===== config.mk =====
export PLATFORM = sky130hd
export DESIGN_NAME = frs_regs
export DESIGN_NICKNAME = d
export VERILOG_FILES = /design/src/logic/frs_pkg.sv /design/src/logic/frs_regs.sv
export SDC_FILE = /design/constraint.sdc
export NUM_CORES = 1
export LEC_CHECK = 0
export BUFFER_PORTS_ARGS = -buffer_cell sky130_fd_sc_hd__buf_2
export CAP_MARGIN = 20
export CORE_MARGIN = 10
export CORE_UTILIZATION = 25
export CTS_BUF_LIST = sky130_fd_sc_hd__clkbuf_4
export CTS_CLUSTER_SIZE = 8
export DETAILED_ROUTE_END_ITERATION = 8
export PLACE_DENSITY = 0.41
export SYNTH_ARGS = -nofsm -noshare
export SYNTH_HDL_FRONTEND = slang
export SYNTH_SLANG_ARGS = --single-unit

===== constraint.sdc =====
create_clock -name clk_sys -period 4.95 [get_ports clk_sys]
set_input_delay 1.485 -clock clk_sys [delete_from_list [all_inputs] [get_ports clk_sys]]
set_output_delay 1.485 -clock clk_sys [all_outputs]
set_load 0.005 [all_outputs]

===== src/logic/frs_pkg.sv =====
// constants for the rate select, data byte port and diagnostic register slice
`default_nettype none
package frs_pkg;
  // register byte addresses on the avalon slave
  localparam logic [3:0] ADDR_RATE_SELECT = 4'h0;
  localparam logic [3:0] ADDR_DATA_PORT = 4'h4;
  localparam logic [3:0] ADDR_DIAG_INPUT = 4'h8;
  localparam logic [3:0] ADDR_MAIN_STATUS = 4'hC;
  localparam logic [4:0] ADDR_CONFIG_CTRL = 5'h10;
  // rate select fields
  localparam int RS_RESET_BIT = 7;
  localparam int RS_LOWPWR_BIT = 6;
  localparam int RS_SHIFT_LSB = 2;
  localparam logic [7:0] RS_RESET_VALUE = 8'h02;
  localparam logic [1:0] RATE_RESET = 2'h2;
  localparam logic [1:0] RATE_1M = 2'h3;
  localparam logic [1:0] RATE_500K = 2'h0;
  localparam logic [2:0] SHIFT_DEFAULT = 3'h0;
  localparam logic [2:0] SHIFT_NONE = 3'h7;
  localparam logic [2:0] SHIFT_41 = 3'h1;
  localparam logic [2:0] SHIFT_125 = 3'h3;
  // buffer
  localparam int BUF_DEPTH = 16;
  localparam logic [3:0] BUFFER_THRESHOLD_RESET = 4'h0;
  localparam logic [7:0] START_TRACK_RESET = 8'h00;
  // request gap in non-burst mode
  localparam int CLK_MHZ = 100;
  localparam int GAP_NS = 350;
  localparam int GAP_CYCLES = (GAP_NS * CLK_MHZ + 999) / 1000;
  localparam int SRST_CYCLES = 1;
  typedef enum logic [1:0] {FRS_BASELINE, FRS_ENHANCED, FRS_LEGACY} frs_mode_e;
  typedef enum logic [1:0] {FRS_CMD, FRS_EXEC, FRS_RESULT} frs_phase_e;
endpackage : frs_pkg
`default_nettype wire


===== src/logic/frs_regs.sv =====
// rate select, data byte port with execution buffer, and diagnostic input register
`default_nettype none
module frs_regs
  import frs_pkg::*;
(
  input wire logic clk_sys,
  input wire logic rst_n,
  input wire logic [4:0] avs_address,
  input wire logic avs_read,
  input wire logic avs_write,
  input wire logic [31:0] avs_writedata,
  output logic [31:0] avs_readdata,
  output logic avs_waitrequest,
  input wire logic [1:0] reg_mode,
  input wire logic disk_change_input,
  input wire logic dma_gate_flag,
  input wire logic [1:0] phase,
  input wire logic exec_is_write,
  input wire logic cfg_valid,
  input wire logic cfg_buf_enable,
  input wire logic [3:0] cfg_threshold,
  input wire logic [7:0] cfg_start_track,
  input wire logic cfg_lock,
  input wire logic mode_valid,
  input wire logic mode_burst,
  input wire logic mode_rd_disable,
  input wire logic mode_wr_disable,
  input wire logic mode_low_power,
  input wire logic [7:0] disk_byte_in,
  input wire logic disk_byte_in_valid,
  input wire logic disk_byte_out_ready,
  output logic [7:0] disk_byte_out,
  output logic disk_byte_out_valid,
  output logic [7:0] cmd_byte,
  output logic cmd_byte_valid,
  output logic result_byte_ready,
  input wire logic [7:0] result_byte,
  output logic soft_reset,
  output logic low_power,
  output logic [1:0] data_rate,
  output logic [2:0] write_shift_sel,
  output logic [7:0] shift_start_track,
  output logic no_shift_flag,
  output logic [3:0] buffer_threshold,
  output logic xfer_request
);
  // ===========================================================
  // address map, low byte lane only
  //   0x00 rate select control, write only
  //   0x04 data byte port, read and write
  //   0x08 diagnostic input status, read only
  //   0x0C main status touch, reads zero, wakes from low power
  //   0x10 configuration control, write only
  // every other address reads zero and ignores writes
  //
  // bus timing
  //   the slave answers every request on its second edge
  //   waitrequest idles high, so a request is never taken on the
  //   edge that first shows it; this keeps the decode registered
  //   and costs one wait state per access
  //
  // reset
  //   hard reset loads every register except the buffer memory to its documented value
  //   soft reset is a one cycle pulse from rate select bit 7;
  //   it clears the mode state and, unless locked, the configure state, but leaves rate, shift code,
  //   no-shift flag and the diagnostic path untouched
  //
  // limitation
  //   the change pin is only synchronised, not filtered;
  //   software must ignore the change bit while powered down
  // ===========================================================
  // bus decode
  logic [7:0] rate_select_control;
  logic wr_rs, wr_cc, acc_data, acc_stat, rd_data, wr_data;
  logic [7:0] wdat;
  logic [1:0] chg_sync;
  logic chg;
  logic in_exec, buf_on;
  logic [7:0] mem [BUF_DEPTH];
  logic [4:0] count;
  logic [3:0] rd_ptr, wr_ptr;
  logic [$clog2(GAP_CYCLES+1)-1:0] gap;
  logic burst, rd_dis, wr_dis, lock, buf_en;
  assign wdat = avs_writedata[7:0];
  // full address compare, so config control never aliases onto rate select
  assign wr_rs = avs_write
                 && avs_waitrequest == 1'b0
                 && avs_address == {1'b0, ADDR_RATE_SELECT};
  assign wr_cc = avs_write
                 && !avs_waitrequest
                 && avs_address == ADDR_CONFIG_CTRL;
  assign acc_data = (avs_read || avs_write)
                    && !avs_waitrequest
                    && avs_address == {1'b0, ADDR_DATA_PORT};
  // any access to main status wakes, a write as well as a read
  assign acc_stat = (avs_read || avs_write)
                    && !avs_waitrequest
                    && avs_address == {1'b0, ADDR_MAIN_STATUS};
  assign rd_data = acc_data && avs_read;
  assign wr_data = acc_data && avs_write;
  assign in_exec = phase == 2'(FRS_EXEC);
  // ===========================================================
  // avalon handshake: one wait cycle, answer on the second
  always_ff @(posedge clk_sys or negedge rst_n) begin
    if (!rst_n) begin
      avs_waitrequest <= 1'b1;
    end else if ((avs_read || avs_write) && avs_waitrequest) begin
      avs_waitrequest <= 1'b0;
    end else begin
      avs_waitrequest <= 1'b1;
    end
  end
  // ===========================================================
  // rate select and config control
  always_ff @(posedge clk_sys or negedge rst_n) begin
    if (!rst_n) begin
      rate_select_control <= RS_RESET_VALUE;
      data_rate <= RATE_RESET;
      no_shift_flag <= 1'b0;
    end else if (wr_rs) begin
      rate_select_control <= {1'b0, wdat[6], 1'b0, wdat[4:0]};
      data_rate <= wdat[1:0];
    end else if (wr_cc) begin
      data_rate <= wdat[1:0];
      no_shift_flag <= wdat[2];
    end
  end
  // soft reset pulse; it touches neither rate nor shift code, but it clears low power
  always_ff @(posedge clk_sys or negedge rst_n) begin
    if (!rst_n) begin
      soft_reset <= 1'b0;
    end else begin
      soft_reset <= wr_rs && wdat[RS_RESET_BIT];
    end
  end
  always_ff @(posedge clk_sys or negedge rst_n) begin
    if (!rst_n) begin
      low_power <= 1'b0;
    end else if (soft_reset || acc_data || acc_stat) begin
      low_power <= 1'b0;
    end else if ((wr_rs && wdat[RS_LOWPWR_BIT]) || (mode_valid && mode_low_power)) begin
      low_power <= 1'b1;
    end
  end
  // ===========================================================
  // write shift selection
  always_ff @(posedge clk_sys or negedge rst_n) begin
    if (!rst_n) begin
      write_shift_sel <= SHIFT_125;
    end else if (rate_select_control[4:2] != SHIFT_DEFAULT) begin
      write_shift_sel <= rate_select_control[4:2];
    end else begin
      write_shift_sel <= (data_rate == RATE_1M) ? SHIFT_41 : SHIFT_125;
    end
  end
  // ===========================================================
  // configure and mode command state
  always_ff @(posedge clk_sys or negedge rst_n) begin
    if (!rst_n) begin
      buf_en <= 1'b0;
      buffer_threshold <= BUFFER_THRESHOLD_RESET;
      shift_start_track <= START_TRACK_RESET;
      lock <= 1'b0;
    end else if (cfg_valid) begin
      buf_en <= cfg_buf_enable;
      buffer_threshold <= cfg_buf_enable ? cfg_threshold : BUFFER_THRESHOLD_RESET;
      shift_start_track <= cfg_start_track;
      lock <= cfg_lock;
    end else if (soft_reset && !lock) begin
      buf_en <= 1'b0;
      buffer_threshold <= BUFFER_THRESHOLD_RESET;
      shift_start_track <= START_TRACK_RESET;
    end
  end
  always_ff @(posedge clk_sys or negedge rst_n) begin
    if (!rst_n) begin
      burst <= 1'b0;
      rd_dis <= 1'b0;
      wr_dis <= 1'b0;
    end else if (mode_valid) begin
      burst <= mode_burst;
      rd_dis <= mode_rd_disable;
      wr_dis <= mode_wr_disable;
    end else if (soft_reset) begin
      burst <= 1'b0;
      rd_dis <= 1'b0;
      wr_dis <= 1'b0;
    end
  end
  assign buf_on = buf_en && in_exec && !(exec_is_write ? wr_dis : rd_dis);
  // ===========================================================
  // execution buffer; depth one when bypassed
  logic push, pop;
  logic [4:0] cap;
  assign cap = buf_on ? 5'(BUF_DEPTH) : 5'd1;
  assign push = exec_is_write ? wr_data : disk_byte_in_valid;
  assign pop = exec_is_write ? (disk_byte_out_ready && disk_byte_out_valid) : rd_data;
  always_ff @(posedge clk_sys or negedge rst_n) begin
    if (!rst_n) begin
      count <= 5'd0;
      wr_ptr <= 4'h0;
      rd_ptr <= 4'h0;
    end else if (soft_reset || !in_exec) begin
      count <= 5'd0;
      wr_ptr <= 4'h0;
      rd_ptr <= 4'h0;
    end else begin
      if (push && count < cap) begin
        wr_ptr <= wr_ptr + 4'h1;
      end
      if (pop && count != 5'd0) begin
        rd_ptr <= rd_ptr + 4'h1;
      end
      count <= count + 5'(push && count < cap) - 5'(pop && count != 5'd0);
    end
  end
  always_ff @(posedge clk_sys) begin
    if (in_exec && push && count < cap) begin
      mem[wr_ptr] <= exec_is_write ? wdat : disk_byte_in;
    end
  end
  always_ff @(posedge clk_sys or negedge rst_n) begin
    if (!rst_n) begin
      disk_byte_out <= 8'h00;
      disk_byte_out_valid <= 1'b0;
    end else begin
      disk_byte_out <= mem[rd_ptr];
      disk_byte_out_valid <= in_exec && exec_is_write && count != 5'd0 && !pop;
    end
  end
  // ===========================================================
  // transfer request with non-burst gap
  logic want;
  assign want = exec_is_write ? (count < cap) : (count != 5'd0);
  always_ff @(posedge clk_sys or negedge rst_n) begin
    if (!rst_n) begin
      gap <= '0;
      xfer_request <= 1'b0;
    end else begin
      if (acc_data && !burst) begin
        gap <= ($bits(gap))'(GAP_CYCLES);
      end else if (gap != '0) begin
        gap <= gap - 1'b1;
      end
      // burst holds the line while bytes remain to read or room remains to write, dropping only on an access cycle
      xfer_request <= in_exec && want && !acc_data && (burst || gap == '0);
    end
  end
  // ===========================================================
  // command and result bytes bypass the buffer
  always_ff @(posedge clk_sys or negedge rst_n) begin
    if (!rst_n) begin
      cmd_byte <= 8'h00;
      cmd_byte_valid <= 1'b0;
      result_byte_ready <= 1'b0;
    end else begin
      cmd_byte <= wdat;
      cmd_byte_valid <= wr_data && phase == 2'(FRS_CMD);
      result_byte_ready <= rd_data && phase == 2'(FRS_RESULT);
    end
  end
  // ===========================================================
  // diagnostic register, read data
  always_ff @(posedge clk_sys or negedge rst_n) begin
    if (!rst_n) begin
      chg_sync <= 2'b00;
    end else begin
      chg_sync <= {chg_sync[0], disk_change_input};
    end
  end
  // while powered down the change bit is meaningless to software
  assign chg = chg_sync[1];
  // dense flag: low at the two fast rates (11, 00), high at the slow ones
  logic dense_rate_flag;
  assign dense_rate_flag = ^data_rate;
  logic [7:0] diag;
  always_comb begin
    unique case (reg_mode)
      2'(FRS_ENHANCED): begin
        diag = {chg, 4'hF, data_rate, dense_rate_flag};
      end
      2'(FRS_LEGACY): diag = {!chg, 3'h0, dma_gate_flag, no_shift_flag, data_rate};
      default: diag = {chg, 7'h00}; // low bits undriven, read as zero
    endcase
  end
  always_ff @(posedge clk_sys or negedge rst_n) begin
    if (!rst_n) begin
      avs_readdata <= 32'h0000_0000;
    end else if (avs_read && avs_waitrequest) begin
      if (avs_address == {1'b0, ADDR_DIAG_INPUT}) begin
        avs_readdata <= {24'h0, diag};
      end else if (avs_address == {1'b0, ADDR_DATA_PORT}) begin
        avs_readdata <= {24'h0, in_exec ? mem[rd_ptr] : result_byte};
      end else begin
        avs_readdata <= 32'h0000_0000;
      end
    end
  end
endmodule // frs_regs
`default_nettype wire


==> reports/metrics.cfg, run 1 <==
[status]
status = finished, final reports clean

[routing]
routedWlPerCell_um = 19.0
drt-initial-drc-count = 253
drt-total-wl_um = 23200
drc = 0
antenna_left = 0
via_per_inst = 4.45
num_vias = 5433
dr.pass1.iters = 4

[setup_path]
ff2ff_path_depth = 17
cp.arrival_ns = 4.54
endpoint_kind = flop
cp_max_fo = 3
startpoint_type = input pin
required_ns = 5.49
critical_path_class = in -> reg

[grt]
grt_util_all_layers = 0.105
grt_max_degree = 79
overflow = 0
grt_pass1_vias = 5826
antenna_found_initial = 2
grt_pass1_wl_um = 35700

[yosys]
ys_seq_area_frac = 0.658
syn_area_um2 = 8810
synth.distinct_cells = 52
ys_warn_count = 0
synth-async-reset-ratio = 0.379
synth-edff-count = 128
synth_top_flop_cell = edfxtp_1
synth-seq-cells = 206
synthCells = 578
syn_avg_cell_area_um2 = 15.3

[placement]
hpwl_um = 16100
dp.cells = 1122
gp_congestion = 0.753
dpl_worst_slack_ns = 0.259
numPortBuffers = 110

[die]
die_area_um2 = 43200
coreArea_um2 = 34600
rows = 68
initial_core_util = 0.255
fp.dieH_um = 208
ioPinCount = 159
fp.dieW_um = 208

[timing]
setup_slack_ns = 0.958
slew_headroom = 0.338
hold_viol_final = 0
timing.fmax_mhz = 251
finalCriticalPeriod_ns = 3.99
rsz0062_at_grt = false
drv_slew = 0
worstMarginPinSlew_ns = 0.993
finalSetupViolations = 0
final.setup.tns_ns = 0
post-route-period-util = 0.806
fin_skew_ns = 0.0702

[hold_path]
hold_class = reg -> reg
hold_path_depth = 0

[final_layout]
layout_common_cells = edfxtp_1, buf_2, clkbuf_4
syn2layout_area_growth_pct = 19.0
fin_util = 0.303
drive_gt1_frac = 0.352
final_nets = 832
final_common_cell = edfxtp_1
fin_cells = 1221

[clocking]
cts_setup_buffers = 0
clockRootBuffer = clkbuf_4
cts_inserted_buffers = 56
htree_levels = 2
postCtsHoldBufs = 0
cts.sinks = 206
cts-resized-gates = 0
cts_buffer_depth = 3
cts_tree = done
clock_latency_ns = 0.71
path_clk_slew_ns = 0.06

[pwr]
p_leak_nw = 4.14
ir_drop_v = 0.000127
powerDensity_nw_per_um2 = 363

[job]
max_cap_viol_count = 0

==> layout make-up <==
cell class                 count  area [um2]
tap                          455         569
multi-input combinational    327        2730
antenna                        1        2.50
inverter                      18        67.6
timing repair buffer         117         626
sequential                   206        5800
fill                        3491       24100
clock inverter                13        66.3
clock buffer                  84         631
==> worst max-delay path, cell delays in order <==
cell      delay (ns)
buf_2           0.10
mux2i_1         0.23
nand3_1         0.11
ha_1            0.22
or4b_1          0.48
a31o_1          0.22
a21oi_2         0.18
inv_1           0.07
ha_1            0.26
inv_1           0.05
ha_1            0.16
inv_1           0.06
fa_1            0.41
nor2_1          0.12
nor2_1          0.05
o21bai_1        0.15
xnor2_1         0.14
nor2_1          0.05
==> path summary, 6_finish.rpt <==
kind	from	endpoint	slack [ns]
min in group asynchronous	rst_n	cmd_byte[3]$_DFF_PN0_	0.70
min	chg_sync[0]$_DFF_PN0_	chg_sync[1]$_DFF_PN0_	0.36
max in group asynchronous	rst_n	avs_waitrequest$_DFF_PN1_	3.62
max	exec_is_write	count[4]$_DFF_PN0_	0.96
min reg2reg	chg_sync[0]$_DFF_PN0_	chg_sync[1]$_DFF_PN0_	0.36
max reg2reg	wr_dis$_DFFE_PN0P_	count[4]$_DFF_PN0_	1.54
==> cells in the mapped netlist, drive strengths merged, types with 7 or more instances <==
| library cell | n | area (um2) |
|---|---|---|
| xnor2 | 8 | 70.1 |
| a21oi | 7 | 38.8 |
| a22o | 9 | 78.8 |
| o2111ai | 8 | 70.1 |
| nor2 | 25 | 93.8 |
| o21ai | 18 | 90.1 |
| a22oi | 19 | 143 |
| buf | 32 | 236 |
| nand3 | 14 | 70.1 |
| inv | 18 | 67.6 |
| dfrtp | 74 | 1850 |
| nand2 | 30 | 113 |
| edfxtp | 128 | 3840 |
| nand2b | 9 | 56.3 |
| ha | 19 | 238 |
| nor3 | 8 | 40.0 |
| mux4 | 32 | 721 |
| clkbuf | 18 | 67.6 |
| mux2 | 15 | 169 |
| and3 | 18 | 113 |
==> registers in the layout (all words and copies together) (netlist names), 5 cells and up <==
signal / cells
mem: 128
avs_readdata: 8
cmd_byte: 8
disk_byte_out: 8
shift_start_track: 8
gap: 6
count: 5
==> where the power goes <==
| part | leakage (nW) | total (mW) | switching (mW) | internal, mW |
|---|---|---|---|---|
| clock | 0.420 | 1.48 | 0.704 | 0.775 |
| combinational | 1.61 | 0.355 | 0.202 | 0.153 |
| sequential | 2.12 | 1.97 | 0.0564 | 1.92 |
==> kinds of logic (layout without fill, tap and decap cells) <==
kind of cell               Yosys count  in the layout  synth area share
AOI/OAI and AO/OA                   84             84            0.0701
DFF                                206            206             0.658
buffers and inverters               68            232            0.0422
and+or+nand+nor                    137            137            0.0833
muxes                               53             53             0.108
xor gates and xnor gates             9              9           0.00894
adders and majority gates           20             20            0.0292
other                                1             25          0.000425
==> per-layer routing <==
metal	up-vias	routed length [um]	global-route usage
met1	2724	10500	0.134
met2	163	10900	0.169
met3	48	1330	0.0262
met5	-	0	0
met4	0	514	0.0374
li1	2498	-	-
==> stage by stage <==
stage / instance area [um2] / hold WS, ns / power (mW)
after detailed placement: 9770 / 0.342 / 2.37
final: 10500 / 0.358 / 3.81
after CTS: 10500 / 0.364 / 3.88
after global routing: 10500 / 0.388 / 4.03
after floorplan: 8900 / 0.331 / 2.22
after global placement: 9770 / 0.350 / 2.35
Power figures use the tool's default switching activity.
==> run 2: changes to the inputs <==
Clock period 4.95 ns to 4.1 ns, I/O delays scaled along.
==> run 2 against run 1 <==
Sequential share of layout area is 0.44 points lower. Count of clock-buffer cells in the layout is 4 lower. Clock skew is 0.0085 ns lower. Combinational power is 24% higher. Utilization is 0.25 points higher. Routed wire length is 1.9% lower. Non-clock buffer count is 12 higher. First-iteration DRC count is 2.8% lower. Cell count is 0.98% higher. Register-to-register slack worse by 0.79 ns. Power is 20% higher.
==> reports/metrics.cfg, run 2 (same netlist as run 1, synthesis figures left out) <==
[setup_path]
crit_chain = buf_2, mux2i_1, nand3_1, ha_2, or4b_1, a31o_1, a21oi_2, inv_1, ha_1, inv_1, ha_1, inv_1, fa_2, nor2_1, nor2_1, o21bai_1, xnor2_1, nor2_1
startpoint_type = input pin
cp_max_fo = 2  ; -1
cpPeakStageDelay_ns = 0.47  ; about the same
r2r_setup_slack_ns = 0.75  ; -0.79 ns
cp_top_family = adder cells
crit_buf_inv = 4  ; unchanged
endpoint = count[4]$_DFF_PN0_
critical_path_class = in -> reg
slowest_stage = or4b_1
crit-reg2reg-launch = wr_dis$_DFFE_PN0P_
required_ns = 4.61  ; -0.88 ns
r2r_end = count[4]$_DFF_PN0_
crit_start = exec_is_write
ff2ff_path_depth = 17  ; unchanged
cp.arrival_ns = 4.20  ; -0.34 ns
endpoint_kind = flop
path_depth = 18  ; unchanged

[grt]
grt_pass1_wl_um = 35500  ; -0.39%
antenna_found_initial = 1  ; -1
grt_max_degree = 79  ; unchanged
overflow = 0  ; unchanged
grt_util_all_layers = 0.104  ; -0.00138
grt_pass1_vias = 5835  ; +0.15%

[timing]
slew_headroom = 0.367  ; +0.0290
drv_slew = 0  ; unchanged
worstMarginPinSlew_ns = 0.949  ; -0.0435 ns
finalSetupViolations = 0  ; unchanged
whs_ns = 0.366  ; +0.00824 ns
fin_skew_ns = 0.0617  ; -0.00848 ns
post-route-period-util = 0.902
final.setup.tns_ns = 0  ; unchanged
rsz0062_at_grt = false
finalCriticalPeriod_ns = 3.70
hold_viol_final = 0  ; unchanged
timing.fmax_mhz = 270

[clocking]
cts_tree = done
cts-resized-gates = 0  ; unchanged
cts.sinks = 206  ; unchanged
cts_setup_buffers = 0  ; unchanged
path_clk_slew_ns = 0.06  ; about the same
htree_levels = 2  ; unchanged
cts_inserted_buffers = 56  ; unchanged
clock_latency_ns = 0.69  ; -0.02 ns
postCtsHoldBufs = 0  ; unchanged
clockRootBuffer = clkbuf_4
cts_buffer_depth = 3  ; unchanged

[pwr]
internal_power_mw = 3.40  ; +20%
fin_total_pwr_mw = 4.55  ; +20%
clkPwrFrac = 0.380  ; -0.008
ir_drop_v = 0.000141  ; +11%
p_comb_frac = 0.097  ; +0.004
seqPwrFrac = 0.524  ; +0.005
switching_share = 0.253  ; +0.000281
p_leak_nw = 4.19  ; +1.2%
powerDensity_nw_per_um2 = 430  ; +19%
p_switching_mw = 1.15  ; +20%

[placement]
dp.cells = 1134  ; +1.1%
hpwl_um = 16200  ; +0.76%
gp_congestion = 0.769  ; +2.1%
dpl_cell_area_um2 = 9870  ; +1.1%
numPortBuffers = 110  ; unchanged

[die]
fp.dieH_um = 208  ; unchanged
fp.dieW_um = 208  ; unchanged
rows = 68  ; unchanged
ioPinCount = 159  ; unchanged
initial_core_util = 0.255  ; unchanged
die_area_um2 = 43200  ; unchanged
coreArea_um2 = 34600  ; unchanged

[final_layout]
fin_cells = 1233  ; +0.98%
final_nets = 844  ; +1.4%
largest_reg_flops = 128  ; unchanged
regMostFlops = mem
layout_common_cells = edfxtp_1, buf_2, clkbuf_4
fin_area_um2 = 10600  ; +0.81%
drive_gt1_frac = 0.360  ; +0.00790
syn2layout_area_growth_pct = 20.0
final_common_cell = edfxtp_1

[routing]
routedWlPerCell_um = 18.5  ; -2.8%
drt-initial-drc-count = 246  ; -2.8%
antenna_left = 0  ; unchanged
drc = 0  ; unchanged
drt-total-wl_um = 22800  ; -1.9%
via_per_inst = 4.42  ; -0.55%
dr.pass1.iters = 4  ; unchanged
num_vias = 5456  ; +0.42%

[status]
status = finished, final reports clean

[hold_path]
hold_class = reg -> reg

[job]
max_cap_viol_count = 0  ; unchanged

run 2: how the worst min path moves through the flow:
| stage | cells after the start | endpoint | startpoint |
|---|---|---|---|
| 2_1_floorplan | 0 | chg_sync[1]$_DFF_PN0_ | chg_sync[0]$_DFF_PN0_ |
| 3_3_place_gp | 0 | chg_sync[1]$_DFF_PN0_ | chg_sync[0]$_DFF_PN0_ |
| 3_5_place_dp | 0 | chg_sync[1]$_DFF_PN0_ | chg_sync[0]$_DFF_PN0_ |
| 4_1_cts | 0 | chg_sync[1]$_DFF_PN0_ | chg_sync[0]$_DFF_PN0_ |
| 5_1_grt | 1 | disk_byte_out[2]$_DFF_PN0_ | rst_n |
| 6_report | 0 | chg_sync[1]$_DFF_PN0_ | chg_sync[0]$_DFF_PN0_ |
run 2: worst register-to-register path, stage by stage, from the launching register on:
cell and delay [ns]:
dfrtp_1 0.39, mux2i_1 0.22, nand3_1 0.12, ha_2 0.19
or4b_1 0.47, a31o_1 0.23, a21oi_2 0.16, inv_1 0.06
ha_1 0.26, inv_1 0.05, ha_1 0.16, inv_1 0.06
fa_2 0.33, nor2_1 0.09, nor2_1 0.05, o21bai_1 0.16
xnor2_1 0.14, nor2_1 0.06
run 2: power by group through the flow:
stage / logic (mW) / registers, mW / clock network (mW)
after floorplan: 0.268 / 2.41 / 0
after global placement: 0.424 / 2.42 / 0
after detailed placement: 0.441 / 2.42 / 0
after CTS: 0.443 / 2.38 / 1.81
after global routing: 0.500 / 2.40 / 1.93
final: 0.440 / 2.38 / 1.73
run 2: final cells by class:
class	count	area, um2
fillers	3483	24000
flip-flops and latches	206	5800
multi-input cells	327	2740
repair buffers	129	716
clock buffers	80	601
well taps	455	569
clock inverters	16	76.3
inverters	18	67.6
diodes	2	5.00
run 2: metal layers:
layer  global-route usage  up-vias  wire length, um
met5                    0        -                0
met4               0.0301        0              361
met3               0.0298       32             1270
met2                0.168      162            10900
met1                0.131     2742            10200
li1                     -     2520                -
run 2: metrics by stage:
| step | worst slack, ns | utilization |
|---|---|---|
| finish | 0.402 | 0.305 |
| global route | 0.227 | 0.305 |
| CTS | 0.469 | 0.305 |
| detailed placement | -0.229 | 0.285 |
| global placement | -0.206 | 0.285 |
| floorplan | -0.152 | - |
